### src/verilog/scg_pkg.sv
`default_nettype none
package scg_pkg;

   // ----------------------------------------------------------------
   // Register map
   // ----------------------------------------------------------------
   localparam logic [11:0] SCG_CTRL_ADDR = 12'h000;
   localparam logic [11:0] SCG_STATUS_ADDR = 12'h004;

   // ----------------------------------------------------------------
   // Control register field positions
   // ----------------------------------------------------------------
   localparam int SCG_PATH_SEL_BIT = 0;
   localparam int SCG_PLL_PD_BIT = 1;
   localparam int SCG_MASTER_DIS_BIT = 2;
   localparam int SCG_IDLE_GATE_BIT = 3;
   localparam int SCG_USB_EN_BIT = 4;
   localparam int SCG_CLK_OFF_BIT = 5;
   localparam int SCG_CTRL_WIDTH = 6;

   // ----------------------------------------------------------------
   // Status register field positions
   // ----------------------------------------------------------------
   localparam int SCG_ST_PLL_ACTIVE_BIT = 0;
   localparam int SCG_ST_SWITCHING_BIT = 1;
   localparam int SCG_ST_SYS_OFF_BIT = 2;
   localparam int SCG_ST_CPU_OFF_BIT = 3;
   localparam int SCG_ST_REF_EXT_BIT = 4;
   localparam int SCG_ST_RTC_ALIVE_BIT = 5;
   localparam int SCG_ST_USB_EN_BIT = 6;

   typedef struct packed {
      logic clock_pin_output_off;
      logic usb_osc_enable;
      logic cpu_idle_clock_gate;
      logic master_clock_disable;
      logic pll_power_down;
      logic pll_path_select;
   } scg_ctrl_t;

   // ----------------------------------------------------------------
   // Reset values
   // ----------------------------------------------------------------
   localparam scg_ctrl_t SCG_CTRL_RESET = 6'h02;
   localparam logic [31:0] SCG_UNMAPPED_DATA = 32'h0000_0000;

   typedef struct packed {
      logic rtc_irq;
      logic ext_irq_pin_b;
      logic ext_irq_pin_a;
      logic wake_pin;
   } scg_wake_t;

endpackage
`default_nettype wire

### src/verilog/scg_clock_ctrl.sv
// Implementation choices: the APB register port and the address map.
`timescale 1ns/1ns
`default_nettype none
module scg_clock_ctrl (
   input wire logic pclk,
   input wire logic presetn,
   input wire logic psel,
   input wire logic penable,
   input wire logic pwrite,
   input wire logic [11:0] paddr,
   input wire logic [31:0] pwdata,
   output logic [31:0] prdata,
   output logic pready,
   output logic pslverr,
   input wire logic ext_ref_clock_pin,
   input wire logic rtc_clock_in,
   input wire logic pll_clock_in,
   input wire logic ref_source_select_pin,
   input wire logic rtc_osc_alive_pin,
   input wire scg_pkg::scg_wake_t wake_pins,
   input wire logic cpu_idle_exec,
   input wire logic cpu_irq_unmasked,
   output logic ref_input_clock,
   output logic system_clock_out,
   output logic cpu_clock_out,
   output logic clock_observe_pin,
   output logic clock_observe_oe_n,
   output logic pll_power_down,
   output logic usb_osc_power_down,
   output logic rtc_access_enable
);
   scg_pkg::scg_ctrl_t ctrl_r;
   logic [2:0] clk_s;
   logic strap_s;
   logic rtc_alive_s;
   scg_pkg::scg_wake_t wake_s;
   logic ref_sel_r;
   logic strap_taken_r;
   logic [1:0] strap_fill_r;
   logic sel_eff;
   logic mux_clk;
   logic mux_cur;
   logic mux_busy;
   logic sys_off_r;
   logic cpu_off_r;
   logic wake_any;
   logic ref_lvl;
   logic wr_ctrl;
   logic rd_setup;
   logic unmapped;
   logic [31:0] status;

   // ----------------------------------------------------------------
   // Pin synchronisers
   // ----------------------------------------------------------------
   // Clock pins are oversampled; usable while they stay well below pclk/2.
   scg_sync #(.W(3)) u_clk_sync (
      .pclk(pclk),
      .presetn(presetn),
      .d({pll_clock_in, rtc_clock_in, ext_ref_clock_pin}),
      .q(clk_s)
   );

   scg_sync #(.W(6)) u_pin_sync (
      .pclk(pclk),
      .presetn(presetn),
      .d({wake_pins, rtc_osc_alive_pin, ref_source_select_pin}),
      .q({wake_s, rtc_alive_s, strap_s})
   );

   // ----------------------------------------------------------------
   // Reference selection
   // ----------------------------------------------------------------
   // Strap is taken once, after the synchroniser has filled, so the
   // reset value of the sync stages is never mistaken for the pin.
   always_ff @(posedge pclk or negedge presetn) begin
      if (!presetn) begin
         ref_sel_r <= 1'b0;
         strap_taken_r <= 1'b0;
         strap_fill_r <= 2'h0;
      end else if (!strap_taken_r) begin
         strap_fill_r <= {strap_fill_r[0], 1'b1};
         if (strap_fill_r[1]) begin
            ref_sel_r <= strap_s;
            strap_taken_r <= 1'b1;
         end
      end
   end

   // No USB clock reaches this point: only pin or RTC
   assign ref_lvl = ref_sel_r ? clk_s[0] : clk_s[1];

   always_ff @(posedge pclk or negedge presetn) begin
      if (!presetn) begin
         ref_input_clock <= 1'b0;
      end else begin
         ref_input_clock <= ref_lvl;
      end
   end

   // ----------------------------------------------------------------
   // Bypass / PLL switch
   // ----------------------------------------------------------------
   // Failsafe: a PLL powered down before a switch to it completes is never picked up
   assign sel_eff = ctrl_r.pll_path_select & ~ctrl_r.pll_power_down;

   scg_glitch_mux u_mux (
      .pclk(pclk),
      .presetn(presetn),
      .src0(ref_lvl),
      .src1(clk_s[2]),
      .sel(sel_eff),
      .clk_o(mux_clk),
      .cur_o(mux_cur),
      .busy_o(mux_busy)
   );

   assign pll_power_down = ctrl_r.pll_power_down;

   // ----------------------------------------------------------------
   // Clock gates
   // ----------------------------------------------------------------
   assign wake_any = |wake_s;

   always_ff @(posedge pclk or negedge presetn) begin
      if (!presetn) begin
         sys_off_r <= 1'b0;
      end else if (wake_any) begin
         sys_off_r <= 1'b0;
      end else begin
         sys_off_r <= ctrl_r.master_clock_disable;
      end
   end

   always_ff @(posedge pclk or negedge presetn) begin
      if (!presetn) begin
         cpu_off_r <= 1'b0;
      end else if (cpu_irq_unmasked) begin
         cpu_off_r <= 1'b0;
      end else if (cpu_idle_exec && ctrl_r.cpu_idle_clock_gate) begin
         cpu_off_r <= 1'b1;
      end
   end

   always_ff @(posedge pclk or negedge presetn) begin
      if (!presetn) begin
         system_clock_out <= 1'b0;
         cpu_clock_out <= 1'b0;
         clock_observe_pin <= 1'b0;
         clock_observe_oe_n <= 1'b0;
      end else begin
         system_clock_out <= mux_clk & ~sys_off_r;
         cpu_clock_out <= mux_clk & ~sys_off_r & ~cpu_off_r;
         clock_observe_pin <= mux_clk & ~sys_off_r;
         clock_observe_oe_n <= ctrl_r.clock_pin_output_off;
      end
   end

   // ----------------------------------------------------------------
   // Oscillator and RTC controls
   // ----------------------------------------------------------------
   always_ff @(posedge pclk or negedge presetn) begin
      if (!presetn) begin
         usb_osc_power_down <= 1'b1;
         rtc_access_enable <= 1'b0;
      end else begin
         usb_osc_power_down <= ~ctrl_r.usb_osc_enable;
         rtc_access_enable <= rtc_alive_s;
      end
   end

   // ----------------------------------------------------------------
   // APB slave
   // ----------------------------------------------------------------
   // Zero wait states: simpler master timing, at the cost of a
   // registered read path taken in the setup cycle.
   assign unmapped = (paddr != scg_pkg::SCG_CTRL_ADDR) && (paddr != scg_pkg::SCG_STATUS_ADDR);
   assign pready = 1'b1;
   assign pslverr = psel & penable & unmapped;
   assign wr_ctrl = psel & penable & pwrite & (paddr == scg_pkg::SCG_CTRL_ADDR);
   assign rd_setup = psel & ~penable & ~pwrite;

   always_ff @(posedge pclk or negedge presetn) begin
      if (!presetn) begin
         ctrl_r <= scg_pkg::SCG_CTRL_RESET;
      end else if (wr_ctrl) begin
         ctrl_r <= scg_pkg::scg_ctrl_t'(pwdata[scg_pkg::SCG_CTRL_WIDTH-1:0]);
         // Wake beats a write asking to stop the clock again
         if (wake_any) begin
            ctrl_r.master_clock_disable <= 1'b0;
         end
      end else if (wake_any) begin
         ctrl_r.master_clock_disable <= 1'b0;
      end
   end

   always_comb begin
      status = 32'h0000_0000;
      status[scg_pkg::SCG_ST_PLL_ACTIVE_BIT] = mux_cur;
      status[scg_pkg::SCG_ST_SWITCHING_BIT] = mux_busy;
      status[scg_pkg::SCG_ST_SYS_OFF_BIT] = sys_off_r;
      status[scg_pkg::SCG_ST_CPU_OFF_BIT] = cpu_off_r;
      status[scg_pkg::SCG_ST_REF_EXT_BIT] = ref_sel_r;
      status[scg_pkg::SCG_ST_RTC_ALIVE_BIT] = rtc_alive_s;
      status[scg_pkg::SCG_ST_USB_EN_BIT] = ctrl_r.usb_osc_enable;
   end

   always_ff @(posedge pclk or negedge presetn) begin
      if (!presetn) begin
         prdata <= 32'h0000_0000;
      end else if (rd_setup) begin
         if (paddr == scg_pkg::SCG_CTRL_ADDR) begin
            prdata <= {{(32 - scg_pkg::SCG_CTRL_WIDTH){1'b0}}, ctrl_r};
         end else if (paddr == scg_pkg::SCG_STATUS_ADDR) begin
            prdata <= status;
         end else begin
            prdata <= scg_pkg::SCG_UNMAPPED_DATA;
         end
      end
   end
endmodule
`default_nettype wire

### src/verilog/scg_glitch_mux.sv
`timescale 1ns/1ns
`default_nettype none
module scg_glitch_mux (
   input wire logic pclk,
   input wire logic presetn,
   input wire logic src0,
   input wire logic src1,
   input wire logic sel,
   output logic clk_o,
   output logic cur_o,
   output logic busy_o
);
   typedef enum logic [2:0] {
      GM_RUN = 3'b001,
      GM_ARM = 3'b010,
      GM_DRAIN = 3'b100
   } scg_gm_state_t;

   scg_gm_state_t state_r;
   logic cur_r;
   logic tgt_r;
   logic cur_lvl;
   logic tgt_lvl;

   assign cur_lvl = cur_r ? src1 : src0;
   assign tgt_lvl = tgt_r ? src1 : src0;
   assign cur_o = cur_r;
   assign busy_o = (state_r != GM_RUN);

   // ----------------------------------------------------------------
   // Switch sequencer
   // ----------------------------------------------------------------
   // Leave the old source only while it is low, then wait a whole
   // high-low cycle of the new one, so neither phase is ever cut short.
   always_ff @(posedge pclk or negedge presetn) begin
      if (!presetn) begin
         state_r <= GM_RUN;
         cur_r <= 1'b0;
         tgt_r <= 1'b0;
      end else begin
         case (state_r)
            GM_RUN: begin
               if (sel != cur_r && !cur_lvl) begin
                  tgt_r <= sel;
                  state_r <= GM_ARM;
               end
            end
            GM_ARM: begin
               if (sel == cur_r) begin
                  // Abandoned switch: rejoin the old source only while it is low
                  if (!cur_lvl) begin
                     state_r <= GM_RUN;
                  end
               end else if (tgt_lvl) begin
                  state_r <= GM_DRAIN;
               end
            end
            GM_DRAIN: begin
               if (sel == cur_r) begin
                  // A PLL powered down mid-switch is never taken on
                  if (!cur_lvl) begin
                     state_r <= GM_RUN;
                  end
               end else if (!tgt_lvl) begin
                  cur_r <= tgt_r;
                  state_r <= GM_RUN;
               end
            end
            default: state_r <= GM_RUN;
         endcase
      end
   end

   always_ff @(posedge pclk or negedge presetn) begin
      if (!presetn) begin
         clk_o <= 1'b0;
      end else begin
         clk_o <= (state_r == GM_RUN) ? cur_lvl : 1'b0;
      end
   end
endmodule
`default_nettype wire

### src/verilog/scg_sync.sv
`timescale 1ns/1ns
`default_nettype none
module scg_sync #(
   parameter int W = 1
) (
   input wire logic pclk,
   input wire logic presetn,
   input wire logic [W-1:0] d,
   output logic [W-1:0] q
);
   logic [W-1:0] meta_r;

   // Two stages; nothing but the second stage reads the first
   always_ff @(posedge pclk or negedge presetn) begin
      if (!presetn) begin
         meta_r <= '0;
         q <= '0;
      end else begin
         meta_r <= d;
         q <= meta_r;
      end
   end
endmodule
`default_nettype wire
### config.mk
export PLATFORM = sky130hd
export DESIGN_NAME = scg_clock_ctrl
export DESIGN_NICKNAME = d
export VERILOG_FILES = /design/src/verilog/scg_pkg.sv /design/src/verilog/scg_clock_ctrl.sv /design/src/verilog/scg_glitch_mux.sv /design/src/verilog/scg_sync.sv
export SDC_FILE = /design/constraint.sdc
export NUM_CORES = 1
export LEC_CHECK = 0
export BUFFER_PORTS_ARGS = -buffer_cell sky130_fd_sc_hd__buf_4
export CAP_MARGIN = 20
export CORE_MARGIN = 10
export CORE_UTILIZATION = 49
export DETAILED_ROUTE_END_ITERATION = 10
export GPL_TIMING_DRIVEN = 1
export PLACE_DENSITY = 0.94
export SYNTH_ARGS = -nofsm -noshare
export SYNTH_HDL_FRONTEND = slang
export SYNTH_SLANG_ARGS = --single-unit
### constraint.sdc
create_clock -name pclk -period 3.3 [get_ports pclk]
set_input_delay 0.66 -clock pclk [delete_from_list [all_inputs] [get_ports pclk]]
set_output_delay 0.66 -clock pclk [all_outputs]
set_load 0.1 [all_outputs]
==> impl_metrics.py, run 1 <==
metrics = {
    "clock_tree": {
        "cts_buffers": 5,
        "postCtsSetupBuffers": 0,
        "clk-insertion-delay-late_ns": 0.30,
        "hold_buffers": 0,
        "path_clk_slew_ns": 0.09,
        "htree_levels": 2,
        "clock-root-buffer": "clkbuf_8",
        "cts_tree": "built",
        "cts_buffer_depth": 2,
        "cts_sinks": 49,
        "postCtsResizedCells": 0,
    },
    "timing": {
        "slew_violations": 0,
        "finalCritPeriodShare_pct": 64.9,
        "setup_slack_ns": 1.16,
        "finalHoldViolations": 0,
        "grt_setup_unrepaired": "false",
        "period_needed_ns": 2.14,
        "clock.fmax_ghz": 0.467,
        "relSlewSlack_pct": 58.6,
        "setup_viol": 0,
        "fin_setup_tns_ns": 0,
        "tightestPinTransition_ns": 0.616,
        "skew_ns": 0.0155,
    },
    "final_layout": {
        "fillers": 348,
        "multi_input_area_sq_um": 662,
        "final_nets": 272,
        "seq_area_sq_um": 1230,
        "antenna_cells": 0,
        "syn_to_final_growth_pct": 19.9,
        "final_layout_size_suffix_gt1_share_pct": 34.3,
    },
    "critical_path": {
        "worstPathArrival_ns": 1.48,
        "crit_required_ns": 2.64,
        "cp-start-kind": "primary input",
        "setup.worst_path.start": "paddr[9]",
        "cp-end-kind": "output pin",
        "cp_num_buf_inv": 2,
        "path_depth": 4,
        "critPathKind": "in -> out",
        "path_max_fanout": 2,
        "cp_top_family": "buffers and inverters",
        "r2r_start": "pll_power_down",
        "timing.critical_path.mode_cell": "buf_4",
        "slowest_stage": "nor4_2",
        "slowest_delay_ns": 0.34,
        "cp_cell_sequence": "buf_4 > nor4_2 > a31oi_1 > buf_4",
        "ff2ff_path_depth": 5,
    },
    "global_routing": {
        "grt_pass1_wl_um": 6070,
        "grt_pass1_vias": 1312,
        "antenna_found_initial": 0,
        "grt_max_degree": 50,
        "grtUsageTotal_pct": 10.2,
        "grt_overflow": 0,
    },
    "die": {
        "rows": 23,
        "io_pins": 102,
        "start_util_pct": 50.7,
        "die_area_sq_um": 7150,
        "die_x_um": 84.6,
        "die_y_um": 84.6,
        "design.core.area_sq_um": 4030,
    },
    "synthesis": {
        "synth_top_area_share_pct": 56.3,
        "synth.area.top_cells": "dfrtp_1 56%, buf_4 9.9%, mux2i_1 4.4%, dfstp_2 3.9%, mux2_4 3.7%",
        "synth_seq_area_share_pct": 60.2,
        "ys_types": 34,
        "netlist_area_sq_um": 2040,
        "synth_top_cell_by_area": "dfrtp_1",
        "syn_inst": 163,
        "avgSynthCellArea_sq_um": 12.5,
        "ys_seq_elements": 49,
        "yosysWarnings": 0,
    },
    "drt": {
        "wire_per_inst_um": 14.0,
        "drtIter0Drc": 78,
        "drc": 0,
        "drt-total-wl_um": 3680,
        "avgViaCountPerCell": 4.81,
        "dr.pass1.iters": 4,
        "detail-route-antenna-nets": 0,
        "vias": 1264,
    },
    "placed_design": {
        "place_worst_setup_slack_ns": 0.875,
        "globalplace.congestion": 0.714,
        "hpwl_um": 2980,
        "io_buffers": 49,
    },
    "run_status": {
        "outcome": "completed",
    },
    "run": {
        "maxCapViolCount": 0,
    },
    "power_and_ir_drop": {
        "p_leak_uw": 0.00120,
        "irDropWorstVdd_uv": 257,
        "powerDensity_nw_per_um2": 520,
    },
    "worst_hold_path": {
        "hp-class": "in -> async",
    },
}
-- metrics by stage --
| stage | area [sq um] | instances | power (uW) | utilization (%) | hold WS [ns] |
|---|---|---|---|---|---|
| after detailed placement | 2340 | 255 | 871 | 58.0 | 0.336 |
| after CTS | 2450 | 263 | 1290 | 60.8 | 0.352 |
| final | 2450 | 263 | 1270 | 60.8 | 0.346 |
| after floorplan | 2130 | 187 | 841 | - | 0.331 |
| after global placement | 2340 | 255 | 869 | 58.0 | 0.332 |
| after global routing | 2450 | 263 | 1320 | 60.8 | 0.358 |
-- synth_stat cells --
cell       n
mux2_2     3
inv_1      4
nor2_1     7
nand2_1   11
mux2_4     5
nand3_2    1
o21a_1     1
nor4_2     2
nor3b_1    1
nand2b_1   1
and2_1     1
dfstp_2    3
xnor2_1    1
o31ai_1    6
nor2b_1    5
buf_4     27
o21ai_0    2
o32ai_1    1
or2_2      1
o41ai_1    3
or4_1      1
a21oi_1    5
buf_6      1
buf_2      1
dfrtp_1   46
clkbuf_1   2
nor3_1     1
nor4_1     2
nand3b_1   2
a31oi_1    2
nand3_1    2
or4_4      1
mux2i_1    9
conb_1     2
-- placed cells by master, fill, tap and decap left out, types with 4 or more instances in the layout --
master,instances
inv_1,4
nor2b_1,5
o31ai_1,6
nor2_1,7
clkbuf_8,5
conb_1,26
a21oi_1,5
mux2_4,5
dfrtp_1,46
nand2_1,11
buf_4,49
mux2i_1,9
-- state kept, by name, summed over array words and instances, names as in the netlist, 2 cells and up --
| signal | count |
|---|---|
| u_clk_sync.meta_r | 3 |
| u_clk_sync.q | 3 |
| u_mux.state_r | 3 |
| u_pin_sync.q | 6 |
| strap_fill_r | 2 |
| u_pin_sync.meta_r | 6 |
| prdata | 7 |
| ctrl_r | 5 |
-- area by class of cell --
class,count,area share (%)
well taps,50,2.55
clock inverters,3,1.79
clock buffers,5,2.81
inverters,4,0.613
flip-flops and latches,49,50.2
multi-input cells,103,27.0
repair buffers,49,15.0
-- report_power, final --
part | switching [uW] | internal, uW | leakage [uW]
Sequential | 5.38 | 616 | 0.000598
Combinational | 197 | 39.3 | 0.000545
Clock | 189 | 227 | 0.0000585
-- path summary, 6_finish.rpt --
kind,end,slack (ns)
worst max-delay path,pslverr,1.16
worst min-delay path,prdata[2],0.35
worst max register to register,u_mux.state_r[0],1.52
worst min register to register,u_pin_sync.q[1],0.35
max in group asynchronous,u_mux.state_r[0],2.55
min in group pclk,u_pin_sync.q[1],0.35
-- cell families after synthesis --
group	count (synthesis)	synth area share, %
xor gates and xnor gates	1	0.429
AOI/OAI and AO/OA	20	6.61
muxes	17	9.74
and+or+nand+nor	39	10.8
other	2	0.368
DFF	49	60.2
buffers and inverters	35	11.8
-- per-layer routing --
| layer | up-vias | share of wire (%) | track usage, % |
|---|---|---|---|
| li1 | 600 | - | - |
| met5 | - | 0 | 0 |
| met4 | 0 | 0.68 | 2.69 |
| met1 | 619 | 38 | 11.1 |
| met3 | 3 | 8.5 | 4.83 |
| met2 | 42 | 53 | 17.6 |
Note: power is estimated with default switching activity, not from simulation.
==> inputs of run 2 (changes only) <==
Settings changed: CORE_UTILIZATION 49 to 41, PLACE_DENSITY 0.94 to 0.85.
Clock period 3.3 ns to 1.7 ns, I/O delays scaled along.
==> run 2 against run 1 <==
Against the previous run:
- non-clock buffer count is 6 higher
- sequential share of layout area is 2.5 points lower
- hold slack got worse by 0.30 ns
- clock power increased by 98%
- sequential power grew 95%
- utilization down 6.7 points
- highest routed layer unchanged
==> impl_metrics.py, run 2 (synthesized netlist as in run 1, its figures left out) <==
metrics = {
    "run_status": {
        "outcome": "completed",
    },
    "drt": {
        "dr.pass1.iters": 4,
        "vias": 1292,
        "drtIter0Drc": 53,
        "drt-total-wl_um": 4020,
        "detail-route-antenna-nets": 0,
        "drc": 0,
        "wire_per_inst_um": 14.1,
        "avgViaCountPerCell": 4.52,
    },
    "timing": {
        "clock.fmax_ghz": 0.613,
        "relSlewSlack_pct": 61.4,
        "finalCritPeriodShare_pct": 95.9,
        "tightestPinTransition_ns": 0.579,
        "finalHoldViolations": 0,
        "period_needed_ns": 1.63,
        "slew_violations": 0,
        "grt_setup_unrepaired": "false",
        "setup_viol": 0,
        "skew_ns": 0.00842,
    },
    "die": {
        "io_pins": 102,
        "start_util_pct": 42.7,
        "die_x_um": 90.6,
        "rows": 25,
        "die_area_sq_um": 8210,
        "design.core.area_sq_um": 4790,
        "die_y_um": 90.6,
    },
    "final_layout": {
        "syn_to_final_growth_pct": 26.6,
        "final_nets": 278,
        "final_util_pct": 54.1,
        "reg_top3": "prdata x7, u_pin_sync.meta_r x6, u_pin_sync.q x6",
        "regMostFlops": "prdata",
        "layout_common_cells": "55 x buf_4, 46 x dfrtp_1, 26 x conb_1",
        "final_layout_size_suffix_gt1_share_pct": 38.4,
        "antenna_cells": 0,
        "largest_reg_flops": 7,
        "finalInstanceArea_sq_um": 2590,
        "final_common_cell": "buf_4",
    },
    "clock_tree": {
        "cts_sinks": 49,
        "path_clk_slew_ns": 0.09,
        "clock-root-buffer": "clkbuf_8",
        "cts_buffers": 5,
        "cts_tree": "built",
        "cts_buffer_depth": 2,
        "clk-insertion-delay-late_ns": 0.29,
        "htree_levels": 2,
        "postCtsSetupBuffers": 0,
    },
    "worst_hold_path": {
        "hp-class": "in -> async",
    },
    "critical_path": {
        "cp-start-kind": "primary input",
        "ff2ff_path_depth": 5,
        "critPathKind": "in -> reg",
        "path_max_fanout": 6,
        "crit_required_ns": 1.88,
        "cp-end-kind": "register",
        "worstPathArrival_ns": 1.81,
    },
    "global_routing": {
        "grtUsageTotal_pct": 9.98,
        "grt_max_degree": 50,
        "grt_overflow": 0,
        "antenna_found_initial": 0,
        "grt_pass1_wl_um": 6730,
        "grt_pass1_vias": 1437,
    },
    "run": {
        "maxCapViolCount": 0,
    },
    "placed_design": {
        "io_buffers": 49,
        "post_dp_cell_area_sq_um": 2460,
        "hpwl_um": 3070,
        "globalplace.congestion": 0.774,
    },
    "power_and_ir_drop": {
        "p_leak_uw": 0.00123,
        "irDropWorstVdd_uv": 727,
        "powerDensity_nw_per_um2": 969,
    },
}
-- run 2: area by class of cell --
class | count | area, sq um
fill | 411 | 2200
sequential | 49 | 1230
inverter | 4 | 15.0
multi-input combinational | 103 | 726
clock inverter | 1 | 30.0
tap | 67 | 83.8
clock buffer | 7 | 86.3
timing repair buffer | 55 | 413
-- run 2: worst max-delay path, stage by stage --
cell,delay [ns]
buf_4,0.12
nor4_4,0.31
nand3_2,0.11
or4_4,0.59
mux2_4,0.33
-- run 2: worst paths after layout --
kind	from	endpoint	slack, ns
max in group asynchronous	presetn	u_mux.state_r[0]	1.25
max reg2reg	pll_power_down	u_mux.state_r[0]	0.11
min	presetn	prdata[3]	0.05
min reg2reg	u_pin_sync.meta_r[1]	u_pin_sync.q[1]	0.35
max	paddr[6]	ctrl_r[5]	0.07
min in group pclk	wake_pins[2]	u_pin_sync.meta_r[4]	0.16
-- run 2: stage by stage --
| stage | std cells | hold WS [ns] | power [uW] | TNS (ns) | setup slack, ns |
|---|---|---|---|---|---|
| floorplan | 187 | 0.0444 | 1640 | -0.847 | -0.165 |
| global placement | 278 | 0.333 | 1700 | -1.24 | -0.235 |
| detailed placement | 278 | 0.335 | 1710 | -1.29 | -0.239 |
| CTS | 286 | 0.0653 | 2530 | 0 | 0.0730 |
| global route | 286 | 0.0879 | 2610 | 0 | 0.0155 |
| finish | 286 | 0.0504 | 2510 | 0 | 0.0693 |
-- run 2: per-layer routing --
layer	GRT usage [%]	routed length, um
met1	11.5	1730
met2	16.6	2000
met3	3.99	270
met4	3.05	23
met5	0	0
-- run 2: what timing repair did --
item,CTS,global route
resized for setup,0,2
hold buffers,0,0
setup endpoints to repair,0,1
-- run 2: power by group --
group,switching (uW),internal (uW)
Sequential,10.6,1200
Clock,344,479
Combinational,392,85.7
